File: config.mk
export PLATFORM = sky130hd
export DESIGN_NAME = sadc_top
export DESIGN_NICKNAME = d
export VERILOG_FILES = /design/src/verilog/sadc_pkg.sv /design/src/verilog/sadc_tick_if.sv /design/src/verilog/sadc_divider.sv /design/src/verilog/sadc_top.sv
export SDC_FILE = /design/constraint.sdc
export NUM_CORES = 1
export LEC_CHECK = 0
export BUFFER_PORTS_ARGS = -buffer_cell sky130_fd_sc_hd__buf_4
export CELL_PAD_IN_SITES_DETAIL_PLACEMENT = 0
export CELL_PAD_IN_SITES_GLOBAL_PLACEMENT = 1
export CORE_MARGIN = 5
export CORE_UTILIZATION = 41
export DETAILED_ROUTE_END_ITERATION = 16
export PLACE_DENSITY = 0.82
export SLEW_MARGIN = 5
export SYNTH_ARGS = -nofsm -noshare
export SYNTH_HDL_FRONTEND = slang
export SYNTH_SLANG_ARGS = --single-unit
File: constraint.sdc
create_clock -name i_ref_clk -period 4.05 [get_ports i_ref_clk]
set_input_delay 0.405 -clock i_ref_clk [delete_from_list [all_inputs] [get_ports i_ref_clk]]
set_output_delay 0.405 -clock i_ref_clk [all_outputs]
set_load 0.02 [all_outputs]
File: src/verilog/sadc_pkg.sv
// Constants, register map and state types of the SAR converter sequencer.
// Assumes one 25 MHz clock, APB register access and an external comparator.
//
// What this block does
// - Control register read/write at index F7H.
// - Bits 7-4 pick one of four inputs.
// - One input connected; next conversion uses new.
// - Bits 2-1 divide clock by 16, 8, 4.
// - Writing one to bit 0 starts conversion.
// - Approximation register starts at 200H.
// - Ten bits resolved MSB first, automatically.
// - Ten set-up clocks, four per bit, fifty.
// - Completion sets done flag, bit 3.
// - Upper eight bits high, lower two low.
// - Idle after result until next start.
// - New result always overwrites old result.
package sadc_pkg;

  // ==========================================================================
  // Register indices; the byte address is four times the index.
  // ==========================================================================
  localparam logic [9:0] IDX_CTRL = 10'h0f7;
  localparam logic [9:0] IDX_RES_HI = 10'h0f8;
  localparam logic [9:0] IDX_RES_LO = 10'h0f9;
  localparam logic [9:0] IDX_IRQ_STAT = 10'h0fa;
  localparam logic [9:0] IDX_IRQ_MASK = 10'h0fb;

  // ==========================================================================
  // Control register fields and reset values.
  // ==========================================================================
  localparam int CTRL_START_BIT = 0;
  localparam int CTRL_DIV_LSB = 1;
  localparam int CTRL_EOC_BIT = 3;
  localparam int CTRL_CHAN_LSB = 4;
  localparam logic [3:0] CHAN_RESET = 4'h0;
  localparam logic [1:0] DIV_RESET = 2'h0;
  localparam logic [1:0] IRQ_MASK_RESET = 2'h0;

  // Interrupt status bits.
  localparam int IRQ_DONE_BIT = 0;
  localparam int IRQ_BAD_CHAN_BIT = 1;

  // ==========================================================================
  // Divider codes and the divide ratios they select.
  // ==========================================================================
  localparam logic [1:0] DIV_CODE_16 = 2'h0;
  localparam logic [1:0] DIV_CODE_8 = 2'h1;
  localparam logic [1:0] DIV_CODE_4 = 2'h2;
  localparam logic [4:0] DIV_RATIO_16 = 5'h10;
  localparam logic [4:0] DIV_RATIO_8 = 5'h08;
  localparam logic [4:0] DIV_RATIO_4 = 5'h04;

  // ==========================================================================
  // Conversion timing in conversion clocks.
  // ==========================================================================
  localparam int NUM_BITS = 10;
  localparam logic [3:0] SETUP_CLKS = 4'ha;
  localparam logic [3:0] BIT_CLKS = 4'h4;
  localparam logic [5:0] CONV_CLKS = 6'h32;
  localparam logic [9:0] SAR_MID = 10'h200;
  localparam logic [3:0] MSB_IDX = 4'h9;

  typedef enum logic [1:0] {SADC_IDLE, SADC_SETUP, SADC_BITS} sadc_state_t;

endpackage

File: src/verilog/sadc_tick_if.sv
// Link between the sequencer and its conversion clock divider.
// Assumes both ends share the reference clock.
`timescale 1ns/1ps
`default_nettype none
interface sadc_tick_if;
  logic run;
  logic [1:0] div_code;
  logic tick;
  modport ctl (output run, output div_code, input tick);
  modport gen (input run, input div_code, output tick);
endinterface
`default_nettype wire

File: src/verilog/sadc_divider.sv
// Conversion clock divider: one tick every 16, 8 or 4 reference cycles.
// Assumes run stays high for the whole conversion and falls when idle.
`timescale 1ns/1ps
`default_nettype none
module sadc_divider (
  input wire logic i_ref_clk,
  input wire logic i_rst,
  sadc_tick_if.gen tk
);
  typedef struct packed {
    logic [4:0] cnt;
  } sadc_div_regs_t;

  sadc_div_regs_t r_reg;
  sadc_div_regs_t r_next;
  logic [4:0] ratio;
  logic [4:0] gap_reg;

  always_comb begin
    unique case (tk.div_code)
      sadc_pkg::DIV_CODE_8: ratio = sadc_pkg::DIV_RATIO_8;
      sadc_pkg::DIV_CODE_4: ratio = sadc_pkg::DIV_RATIO_4;
      default: ratio = sadc_pkg::DIV_RATIO_16;
    endcase
  end

  // The count restarts whenever run is low, so every conversion begins on
  // a full conversion clock.
  always_comb begin
    r_next = r_reg;
    if (!tk.run || r_reg.cnt == ratio - 5'h01) begin
      r_next.cnt = 5'h00;
    end else begin
      r_next.cnt = r_reg.cnt + 5'h01;
    end
  end

  assign tk.tick = tk.run && (r_reg.cnt == ratio - 5'h01);

  always_ff @(posedge i_ref_clk) begin
    if (i_rst) begin
      r_reg <= '0;
    end else begin
      r_reg <= r_next;
    end
  end

  // Cycles seen since the last tick, for checking only.
  always_ff @(posedge i_ref_clk) begin
    if (i_rst || !tk.run || tk.tick) begin
      gap_reg <= 5'h00;
    end else begin
      gap_reg <= gap_reg + 5'h01;
    end
  end

  chk_div_tick_gap: assert property (@(posedge i_ref_clk)
    disable iff (i_rst)
    tk.tick |-> gap_reg == ratio - 5'h01)
    else $error("conversion tick spacing differs from divide ratio");

endmodule
`default_nettype wire

File: src/verilog/sadc_top.sv
// SAR converter sequencer with APB registers and a level interrupt.
// Assumes a synchronous comparator input that is high while the selected
// analog level is at or above the trial code on o_dac_code.
`timescale 1ns/1ps
`default_nettype none
module sadc_top #(
  parameter int ADDR_W = 12
) (
  input wire logic i_ref_clk,
  input wire logic i_rst,
  input wire logic [ADDR_W-1:0] i_paddr,
  input wire logic i_psel,
  input wire logic i_penable,
  input wire logic i_pwrite,
  input wire logic [31:0] i_pwdata,
  input wire logic [3:0] i_pstrb,
  output logic [31:0] o_prdata,
  output logic o_pready,
  output logic o_pslverr,
  input wire logic i_comp_above,
  output logic [3:0] o_chan_sel,
  output logic [9:0] o_dac_code,
  output logic o_irq
);

  // ==========================================================================
  // Parameter check.
  // ==========================================================================
  if (ADDR_W < 10) begin : g_bad_addr_w
    $error("sadc_top: ADDR_W must be at least 10");
  end

  // ==========================================================================
  // State.
  // ==========================================================================
  typedef struct packed {
    logic [3:0] chan;
    logic [1:0] div;
    logic start;
    logic eoc;
    logic [7:0] res_hi;
    logic [1:0] res_lo;
    logic [1:0] irq_stat;
    logic [1:0] irq_mask;
    sadc_pkg::sadc_state_t st;
    logic [3:0] cnt;
    logic [3:0] bit_idx;
    logic [9:0] sar;
    logic [3:0] chan_sel;
    logic [1:0] act_div;
    logic pready;
    logic pslverr;
    logic [31:0] prdata;
    logic irq;
  } sadc_regs_t;

  sadc_regs_t r_reg;
  sadc_regs_t r_next;

  sadc_tick_if tk ();

  sadc_divider u_div (
    .i_ref_clk(i_ref_clk),
    .i_rst(i_rst),
    .tk(tk.gen)
  );

  assign tk.run = (r_reg.st != sadc_pkg::SADC_IDLE);
  assign tk.div_code = r_reg.act_div;

  // ==========================================================================
  // Address decode.
  // ==========================================================================
  logic [ADDR_W-1:0] a_ctrl;
  logic [ADDR_W-1:0] a_hi;
  logic [ADDR_W-1:0] a_lo;
  logic [ADDR_W-1:0] a_stat;
  logic [ADDR_W-1:0] a_mask;

  assign a_ctrl = ADDR_W'({sadc_pkg::IDX_CTRL, 2'h0});
  assign a_hi = ADDR_W'({sadc_pkg::IDX_RES_HI, 2'h0});
  assign a_lo = ADDR_W'({sadc_pkg::IDX_RES_LO, 2'h0});
  assign a_stat = ADDR_W'({sadc_pkg::IDX_IRQ_STAT, 2'h0});
  assign a_mask = ADDR_W'({sadc_pkg::IDX_IRQ_MASK, 2'h0});

  logic acc;
  logic wr_done;
  logic lane0;
  logic start_set;
  logic accept;
  logic [1:0] ev;
  logic [1:0] w1c;
  logic [9:0] sar_dec;

  // ==========================================================================
  // Next-state logic.
  // ==========================================================================
  always_comb begin
    r_next = r_reg;
    acc = i_psel && i_penable;
    // The access phase lasts two cycles so that read data comes from a
    // flip-flop; the write lands on the edge where pready is seen high.
    wr_done = acc && r_reg.pready && i_pwrite && !r_reg.pslverr;
    lane0 = i_pstrb[0];
    start_set = 1'b0;
    accept = 1'b0;
    ev = 2'h0;
    w1c = 2'h0;
    sar_dec = r_reg.sar;

    // Bus answer.
    r_next.pready = acc && !r_reg.pready;
    r_next.pslverr = 1'b0;
    r_next.prdata = 32'h0000_0000;
    if (acc && !r_reg.pready) begin
      if (i_paddr == a_ctrl) begin
        r_next.prdata[7:0] = {r_reg.chan, r_reg.eoc, r_reg.div,
                              r_reg.start};
      end else if (i_paddr == a_hi) begin
        r_next.prdata[7:0] = r_reg.res_hi;
      end else if (i_paddr == a_lo) begin
        r_next.prdata[1:0] = r_reg.res_lo;
      end else if (i_paddr == a_stat) begin
        r_next.prdata[1:0] = r_reg.irq_stat;
      end else if (i_paddr == a_mask) begin
        r_next.prdata[1:0] = r_reg.irq_mask;
      end else begin
        r_next.pslverr = 1'b1;
      end
    end

    // Register writes; the done flag and results are read-only.
    if (wr_done && lane0) begin
      if (i_paddr == a_ctrl) begin
        r_next.chan = i_pwdata[sadc_pkg::CTRL_CHAN_LSB +: 4];
        r_next.div = i_pwdata[sadc_pkg::CTRL_DIV_LSB +: 2];
        start_set = i_pwdata[sadc_pkg::CTRL_START_BIT];
      end else if (i_paddr == a_stat) begin
        w1c = i_pwdata[1:0];
      end else if (i_paddr == a_mask) begin
        r_next.irq_mask = i_pwdata[1:0];
      end
    end

    // Sequencer.
    unique case (r_reg.st)
      sadc_pkg::SADC_IDLE: begin
        // A start written mid-conversion waits here until the current
        // result is stored, so no request is lost.
        if (r_reg.start) begin
          accept = 1'b1;
          r_next.st = sadc_pkg::SADC_SETUP;
          r_next.cnt = 4'h0;
          r_next.sar = sadc_pkg::SAR_MID;
          r_next.bit_idx = sadc_pkg::MSB_IDX;
          r_next.eoc = 1'b0;
          r_next.act_div = r_reg.div;
          // Channel is latched so a mid-conversion write cannot swap it.
          unique case (r_reg.chan)
            4'h0: r_next.chan_sel = 4'h1;
            4'h1: r_next.chan_sel = 4'h2;
            4'h2: r_next.chan_sel = 4'h4;
            4'h3: r_next.chan_sel = 4'h8;
            default: begin
              r_next.chan_sel = 4'h0;
              ev[sadc_pkg::IRQ_BAD_CHAN_BIT] = 1'b1;
            end
          endcase
        end
      end
      sadc_pkg::SADC_SETUP: begin
        if (tk.tick) begin
          if (r_reg.cnt == sadc_pkg::SETUP_CLKS - 4'h1) begin
            r_next.st = sadc_pkg::SADC_BITS;
            r_next.cnt = 4'h0;
          end else begin
            r_next.cnt = r_reg.cnt + 4'h1;
          end
        end
      end
      sadc_pkg::SADC_BITS: begin
        if (tk.tick) begin
          if (r_reg.cnt == sadc_pkg::BIT_CLKS - 4'h1) begin
            r_next.cnt = 4'h0;
            if (!i_comp_above) begin
              sar_dec[r_reg.bit_idx] = 1'b0;
            end
            if (r_reg.bit_idx == 4'h0) begin
              r_next.sar = sar_dec;
              r_next.res_hi = sar_dec[9:2];
              r_next.res_lo = sar_dec[1:0];
              r_next.eoc = 1'b1;
              r_next.st = sadc_pkg::SADC_IDLE;
              r_next.chan_sel = 4'h0;
              ev[sadc_pkg::IRQ_DONE_BIT] = 1'b1;
            end else begin
              sar_dec[r_reg.bit_idx - 4'h1] = 1'b1;
              r_next.sar = sar_dec;
              r_next.bit_idx = r_reg.bit_idx - 4'h1;
            end
          end else begin
            r_next.cnt = r_reg.cnt + 4'h1;
          end
        end
      end
      default: begin
        r_next.st = sadc_pkg::SADC_IDLE;
      end
    endcase

    // Accepting consumes the pending start; a start written in the same
    // cycle stays pending for one more conversion.
    r_next.start = (r_reg.start && !accept) || start_set;

    // A new event wins over a write-one-to-clear in the same cycle.
    r_next.irq_stat = (r_reg.irq_stat & ~w1c) | ev;
    r_next.irq = |(r_next.irq_stat & r_next.irq_mask);
  end

  always_ff @(posedge i_ref_clk) begin
    if (i_rst) begin
      r_reg <= '0;
      r_reg.chan <= sadc_pkg::CHAN_RESET;
      r_reg.div <= sadc_pkg::DIV_RESET;
      r_reg.irq_mask <= sadc_pkg::IRQ_MASK_RESET;
      r_reg.st <= sadc_pkg::SADC_IDLE;
    end else begin
      r_reg <= r_next;
    end
  end

  assign o_prdata = r_reg.prdata;
  assign o_pready = r_reg.pready;
  assign o_pslverr = r_reg.pslverr;
  assign o_chan_sel = r_reg.chan_sel;
  assign o_dac_code = r_reg.sar;
  assign o_irq = r_reg.irq;

  // ==========================================================================
  // Checks.
  // ==========================================================================
  logic [5:0] ticks_seen;
  logic [9:0] low_mask;

  always_ff @(posedge i_ref_clk) begin
    if (i_rst || accept) begin
      ticks_seen <= 6'h00;
    end else if (tk.tick) begin
      ticks_seen <= ticks_seen + 6'h01;
    end
  end

  assign low_mask = (10'h001 << r_reg.bit_idx) - 10'h001;

  chk_ctrl_write_back: assert property (@(posedge i_ref_clk)
    disable iff (i_rst)
    (acc && r_reg.pready && i_pwrite && i_pstrb[0] && !r_reg.pslverr
     && i_paddr == a_ctrl)
    |=> r_reg.chan == $past(i_pwdata[7:4])
        && r_reg.div == $past(i_pwdata[2:1]))
    else $error("control write did not land in channel and divider");

  chk_chan_single: assert property (@(posedge i_ref_clk)
    disable iff (i_rst)
    $onehot0(o_chan_sel)
    && (r_reg.st == sadc_pkg::SADC_IDLE -> o_chan_sel == 4'h0))
    else $error("more than one input connected");

  chk_chan_new_sel: assert property (@(posedge i_ref_clk)
    disable iff (i_rst)
    (accept && r_reg.chan < 4'h4)
    |=> o_chan_sel == (4'h1 << $past(r_reg.chan[1:0])))
    else $error("conversion did not use the selected input");

  chk_start_mid: assert property (@(posedge i_ref_clk)
    disable iff (i_rst)
    accept |=> o_dac_code == sadc_pkg::SAR_MID
               && r_reg.st == sadc_pkg::SADC_SETUP)
    else $error("conversion did not start at mid-scale");

  chk_sar_trial_bit: assert property (@(posedge i_ref_clk)
    disable iff (i_rst)
    r_reg.st == sadc_pkg::SADC_BITS
    |-> r_reg.sar[r_reg.bit_idx] && (r_reg.sar & low_mask) == 10'h000)
    else $error("trial bit or lower bits wrong during a bit step");

  chk_conv_fifty: assert property (@(posedge i_ref_clk)
    disable iff (i_rst)
    $rose(r_reg.eoc) |-> ticks_seen == sadc_pkg::CONV_CLKS)
    else $error("conversion did not last fifty conversion clocks");

  chk_done_sets_eoc: assert property (@(posedge i_ref_clk)
    disable iff (i_rst)
    ev[0] |=> r_reg.eoc && r_reg.irq_stat[0])
    else $error("completion did not set the done flag");

  chk_result_split: assert property (@(posedge i_ref_clk)
    disable iff (i_rst)
    ev[0] |=> {r_reg.res_hi, r_reg.res_lo} == $past(sar_dec))
    else $error("result not split into high and low registers");

  chk_idle_stays: assert property (@(posedge i_ref_clk)
    disable iff (i_rst)
    (r_reg.st == sadc_pkg::SADC_IDLE && !r_reg.start)
    |=> r_reg.st == sadc_pkg::SADC_IDLE)
    else $error("conversion began without a start");

  chk_eoc_low_busy: assert property (@(posedge i_ref_clk)
    disable iff (i_rst)
    r_reg.st != sadc_pkg::SADC_IDLE |-> !r_reg.eoc)
    else $error("done flag high during a conversion");

  chk_start_self_clr: assert property (@(posedge i_ref_clk)
    disable iff (i_rst)
    (accept && !start_set) |=> !r_reg.start)
    else $error("start bit did not clear on acceptance");

endmodule
`default_nettype wire

; Yosys cells after proc, flatten, opt, wreduce, memory -nomap -nowiden
; Cells that the tools add are included.
[op_classes]
n_eq_ne = 22
n_reduce_logical = 35
bitwise_logic = 8
magnitude_cmp = 4
n_mux = 55
n_addsub = 4
[ops]
columns = operator, n
row1 = $eq 12x10->1 const B, 5
row2 = $mux 10, 5
row3 = $pmux 18 s2, 1
row4 = $mux 11, 3
row5 = $mux 2, 14
row6 = $mux 26, 1
row7 = $mux 24, 1
row8 = $mux 18, 1
row9 = $mux 4, 4
row10 = $pmux 4 s4, 1
row11 = $mux 1, 15
row12 = $ne 2x2->1 const B, 7
row13 = $eq 4x2->1 const B, 3
row14 = $mux 6, 2
row15 = $pmux 4 s3, 1
row16 = $reduce_and 4->1, 3
row17 = $and 10x10->10, 1
row18 = $logic_and 1x1->1, 10
row19 = $lt 4x5->1 const B, 2
row20 = $not 10->10, 1
row21 = $or 10x10->10, 1
row22 = $pmux 5 s2, 1
row23 = $reduce_and 5->1, 2
row24 = $demux 1 s4, 2
row25 = other kinds (28), 41
[totals]
output_inout_bits = 49
reg_bits = 88
wordCells = 148

; Logic depth before layout (Yosys ltp)
[logic_depth]
depth_word = 15
mapped_depth = 8
depth_no_buf = 7

; By module
; Synthesis repeated with hierarchy kept, for this count alone.
[unflattened]
hier_cells = 420
hier_area_um2 = 3514.6
[modules_own_cells]
columns = module, seq_area_each_um2, instances, area_per_inst_um2, cells_each
row1 = sadc_top, 1181.1, 1, 3263.1, 395
row2 = sadc_divider, 100.1, 1, 251.5, 25

; Least setup slack after synthesis
; Ideal clock, no wire load.
[synth_path]
path_type = register to register
start = reg r_reg[59] (netlist name)
end = reg r_reg[65] (netlist name)
setup_ps = 132
path_stages_with_launch = 9
period_less_slack_ps = 2124
t_required_ps = 3918
n_path_buf = 1
setup_slack_ps = 1926
arrival_time_ps = 1991
path_cell_list = dfxtp_1 inv_1 ha_1 or3b_1 or4_1 or2_1 buf_2 nand2_1 a21oi_1
[synth_between]
elab_chain_cells = 3
[synth_rtl]
columns = item, line_no
row1 = "start, declared", sadc_top.sv:57  ; sadc_regs_t r_reg;
row2 = "start signal, assigned", sadc_top.sv:228  ; r_reg <= r_next;
row3 = $reduce_bool 2->1, sadc_top.sv:68  ; assign tk.run = (r_reg.st != sadc_pkg::SADC_IDLE);
row4 = $logic_and 1x1->1, sadc_divider.sv:38  ; assign tk.tick = tk.run && (r_reg.cnt == ratio - 5'h01);
row5 = $reduce_and 4->1 (no line) (*), n/a
; Every way passes the cells marked *; elsewhere a longest branch is shown, timed or not.
; A chain may end at the register's enable or synchronous reset.

; Final worst setup path
[layout_path]
start = reg r_reg[59] (netlist name)
end = reg r_reg (netlist bit o_dac_code[5])
[layout_between]
elab_chain_cells = 4
[layout_rtl]
columns = item, line_no
row1 = $reduce_bool 2->1, sadc_top.sv:68
row2 = $logic_and 1x1->1, sadc_divider.sv:38
row3 = $ne 2x2->1 (no line), n/a
row4 = $reduce_and 4->1 (no line), n/a
; Several ways; a longest one is shown, not always the timed one.

==> results.md <==
- Status: finished clean
- Synth Instances: 402
- Fraction of layout cells with a size suffix above 1: 18.01%
- Starting Density: 42.20%
- Post-synth top area share: 36.77%
- Die width: 102.2 um
- Type of the worst setup path: reg2reg
- Antenna Cells: 0
- Hold_ws: 289.5 ps
- CTS clk-pin slew, worst paths: 80 ps
- H-tree levels: 3
- WHS Path Cells: 3
- Worst vdd ir: 0.1378 mV
- Yosys top cell by area: dfxtp_1
- Fmax: 359.4 MHz
- Seq/Total Area, Yosys: 36.77%
- Post-synth top cells: 64 x dfxtp_1, 54 x nand2_1, 46 x buf_4, 30 x nor2_1, 23 x a21oi_1
- Crit start category: flip-flop
- Gr ovfl total: 0
- Largest net degree at the start of global routing: 38
- Count leader, synth: dfxtp_1
- Die H: 102.2 um
- Via/cell ratio: 5.121
- Post-CTS Resized: 0
- Worst EP arrival: 3050 ps
- Critical Path RT: 4320 ps
- # rows: 33
- Worst-skew pair later-pin latency: 340 ps
- Wirelength per Cell: 14.39 um
- Primary FF master, synth: dfxtp_1
- Fin. Hold Viols: 0
- Initial antenna violation count: 0
- Post-route ant nets: 0
- Synth area leaders: dfxtp_1 37%, buf_4 9.9%, nand2_1 5.8%, ha_1 5.7%, mux2i_1 4.0%
- Vias in the first global route: 2562
- Final-report setup violation count: 0
- First-pass GRT wire length: 12.52 mm
- Power per cell area: 321.3 nW/um2
- Placed Instances: 522
- DRC errors left: 0
- Slew HR: 39.81%
- Largest register FFs: 32
- Setup TNS: 0 ps
- First-pass DRT Iterations: 5
- TritonCTS clock tree: yes
- Initial DRC count: 128
- Post-Syn Area per Cell: 8.668 um2
- CTS Buf Count: 9
- Root Buffer: clkbuf_8
- Actual slew at the worst max-slew pin: 897.5 ps
- Asr flop ratio synth: 0%
- Final non-filler cell total: 538
- Synthesis Warnings: 0
- Max Slew Vio Count: 0
- Core Area: 8258 um2
- Final Critical Period: 2782 ps
- Seq cells post-synth: 64
- DP HPWL: 5.807 mm
- Final GP Congestion: 0.8407
- CP max FO: 16
- GRT Util Overall: 15.33%
- FF-to-FF setup slack: 1270 ps
- RSZ-0062 raised after global routing: no
- Setup bufs post-CTS: 0
- Die area: 10440 um2
- Post-synth EDFFs: 0
- Synth cell types: 60
- P&R area growth vs syn: 11.53%
- CTS sink cnt: 64
- Period utilisation layout: 68.70%
- Max Cap Viol: 0
- Final wirelength: 7.743 mm
- Nets: 498
- Port-buffer cells: 50
- Final Skew: 10.46 ps
- CP endpoint kind: flip-flop
- Hold Crit Class: in2reg
- Depth of the most critical reg-to-reg path: 7
- CTS max path bufs: 2
- Leak: 0.001503 uW
- Routed vias: 2755
- I/O pin count: 103
- Hold-fix buffers at CTS: 0
- Post-Syn Area: 3485 um2
[layout make-up]
| class | count | area, um2 |
|---|---|---|
| Fill cell | 842 | 4372 |
| Multi-Input combinational cell | 286 | 1832 |
| Inverter | 17 | 63.81 |
| Clock buffer | 9 | 123.9 |
| Sequential cell | 64 | 1281 |
| Timing Repair Buffer | 50 | 375.4 |
| Tap cell | 105 | 131.4 |
| Clock inverter | 7 | 78.83 |
[worst max-delay path, cell delays in order (launching register included)]
cell       delay, ps
dfxtp_1          350
inv_1             90
ha_1             510
nand4bb_1        200
or4_1            610
nor2_1           570
nand2_1          180
o211ai_1         200
[kinds of logic after synthesis]
kind of cell,after synthesis,share of synthesized area [%]
AND/OR/NAND/NOR,146,22.73
AO/OA/AOI/OAI,79,14.94
buffers and inverters,75,13.14
flip-flops,64,36.77
adder cells (fa/ha/maj),16,5.745
multiplexers,16,5.314
XOR/XNOR,5,1.257
other,1,0.1076
[worst paths after layout]
path,end,from
setup / recovery,o_dac_code[5]$_SDFFE_PP0P_,r_reg[59]$_SDFFE_PP0P_
hold / removal,r_reg[79]$_SDFFE_PP0P_,i_pwdata[4]
setup reg to reg,o_dac_code[5]$_SDFFE_PP0P_,r_reg[59]$_SDFFE_PP0P_
hold reg to reg,r_reg[69]$_SDFFE_PP0P_,r_reg[69]$_SDFFE_PP0P_
[per-layer routing]
layer  global-route usage, %  vias up  wire length, um
li1                        -     1392                -
met1                   20.37     1270             3593
met2                   23.79       83             3464
met3                   3.959       10              547
met4                   6.155        0              137
met5                       0        -                0
[through the flow]
stage | instance area [um2] | power, uW | worst slack [ps] | utilization (%)
after detailed placement | 3684 | 707.0 | 1240 | 44.61
after floorplan | 3571 | 697.1 | 1926 | -
after global routing | 3886 | 1305 | 978.3 | 47.06
final | 3886 | 1249 | 1268 | 47.06
after global placement | 3684 | 706.3 | 1274 | 44.61
after CTS | 3886 | 1265 | 1251 | 47.06
[report_power, final]
part / switching (uW) / total [uW] / internal, uW / leakage, uW
clock network: 266 / 556 / 290 / 0.0000929
registers: 0.745 / 630 / 630 / 0.000515
logic: 42.4 / 62.4 / 20.0 / 0.000895
total: 309 / 1250 / 940 / 0.00150
[placed cells by master, fill, tap and decap left out, types with 4 or more instances in the layout]
cell type and count:
dfxtp_1 64, nand2_1 54, buf_4 50, nor2_1 30
conb_1 24, a21oi_1 23, inv_1 16, ha_1 16
mux2i_1 14, nand3_1 9, o21ai_0 9, clkbuf_8 9
a22oi_1 8, a21boi_0 7, nor3_1 5, and2_1 4
or3b_1 4, or3_1 4, a32oi_1 4, o211ai_1 4
nand3b_1 4
Power figures use the tool's default switching activity.
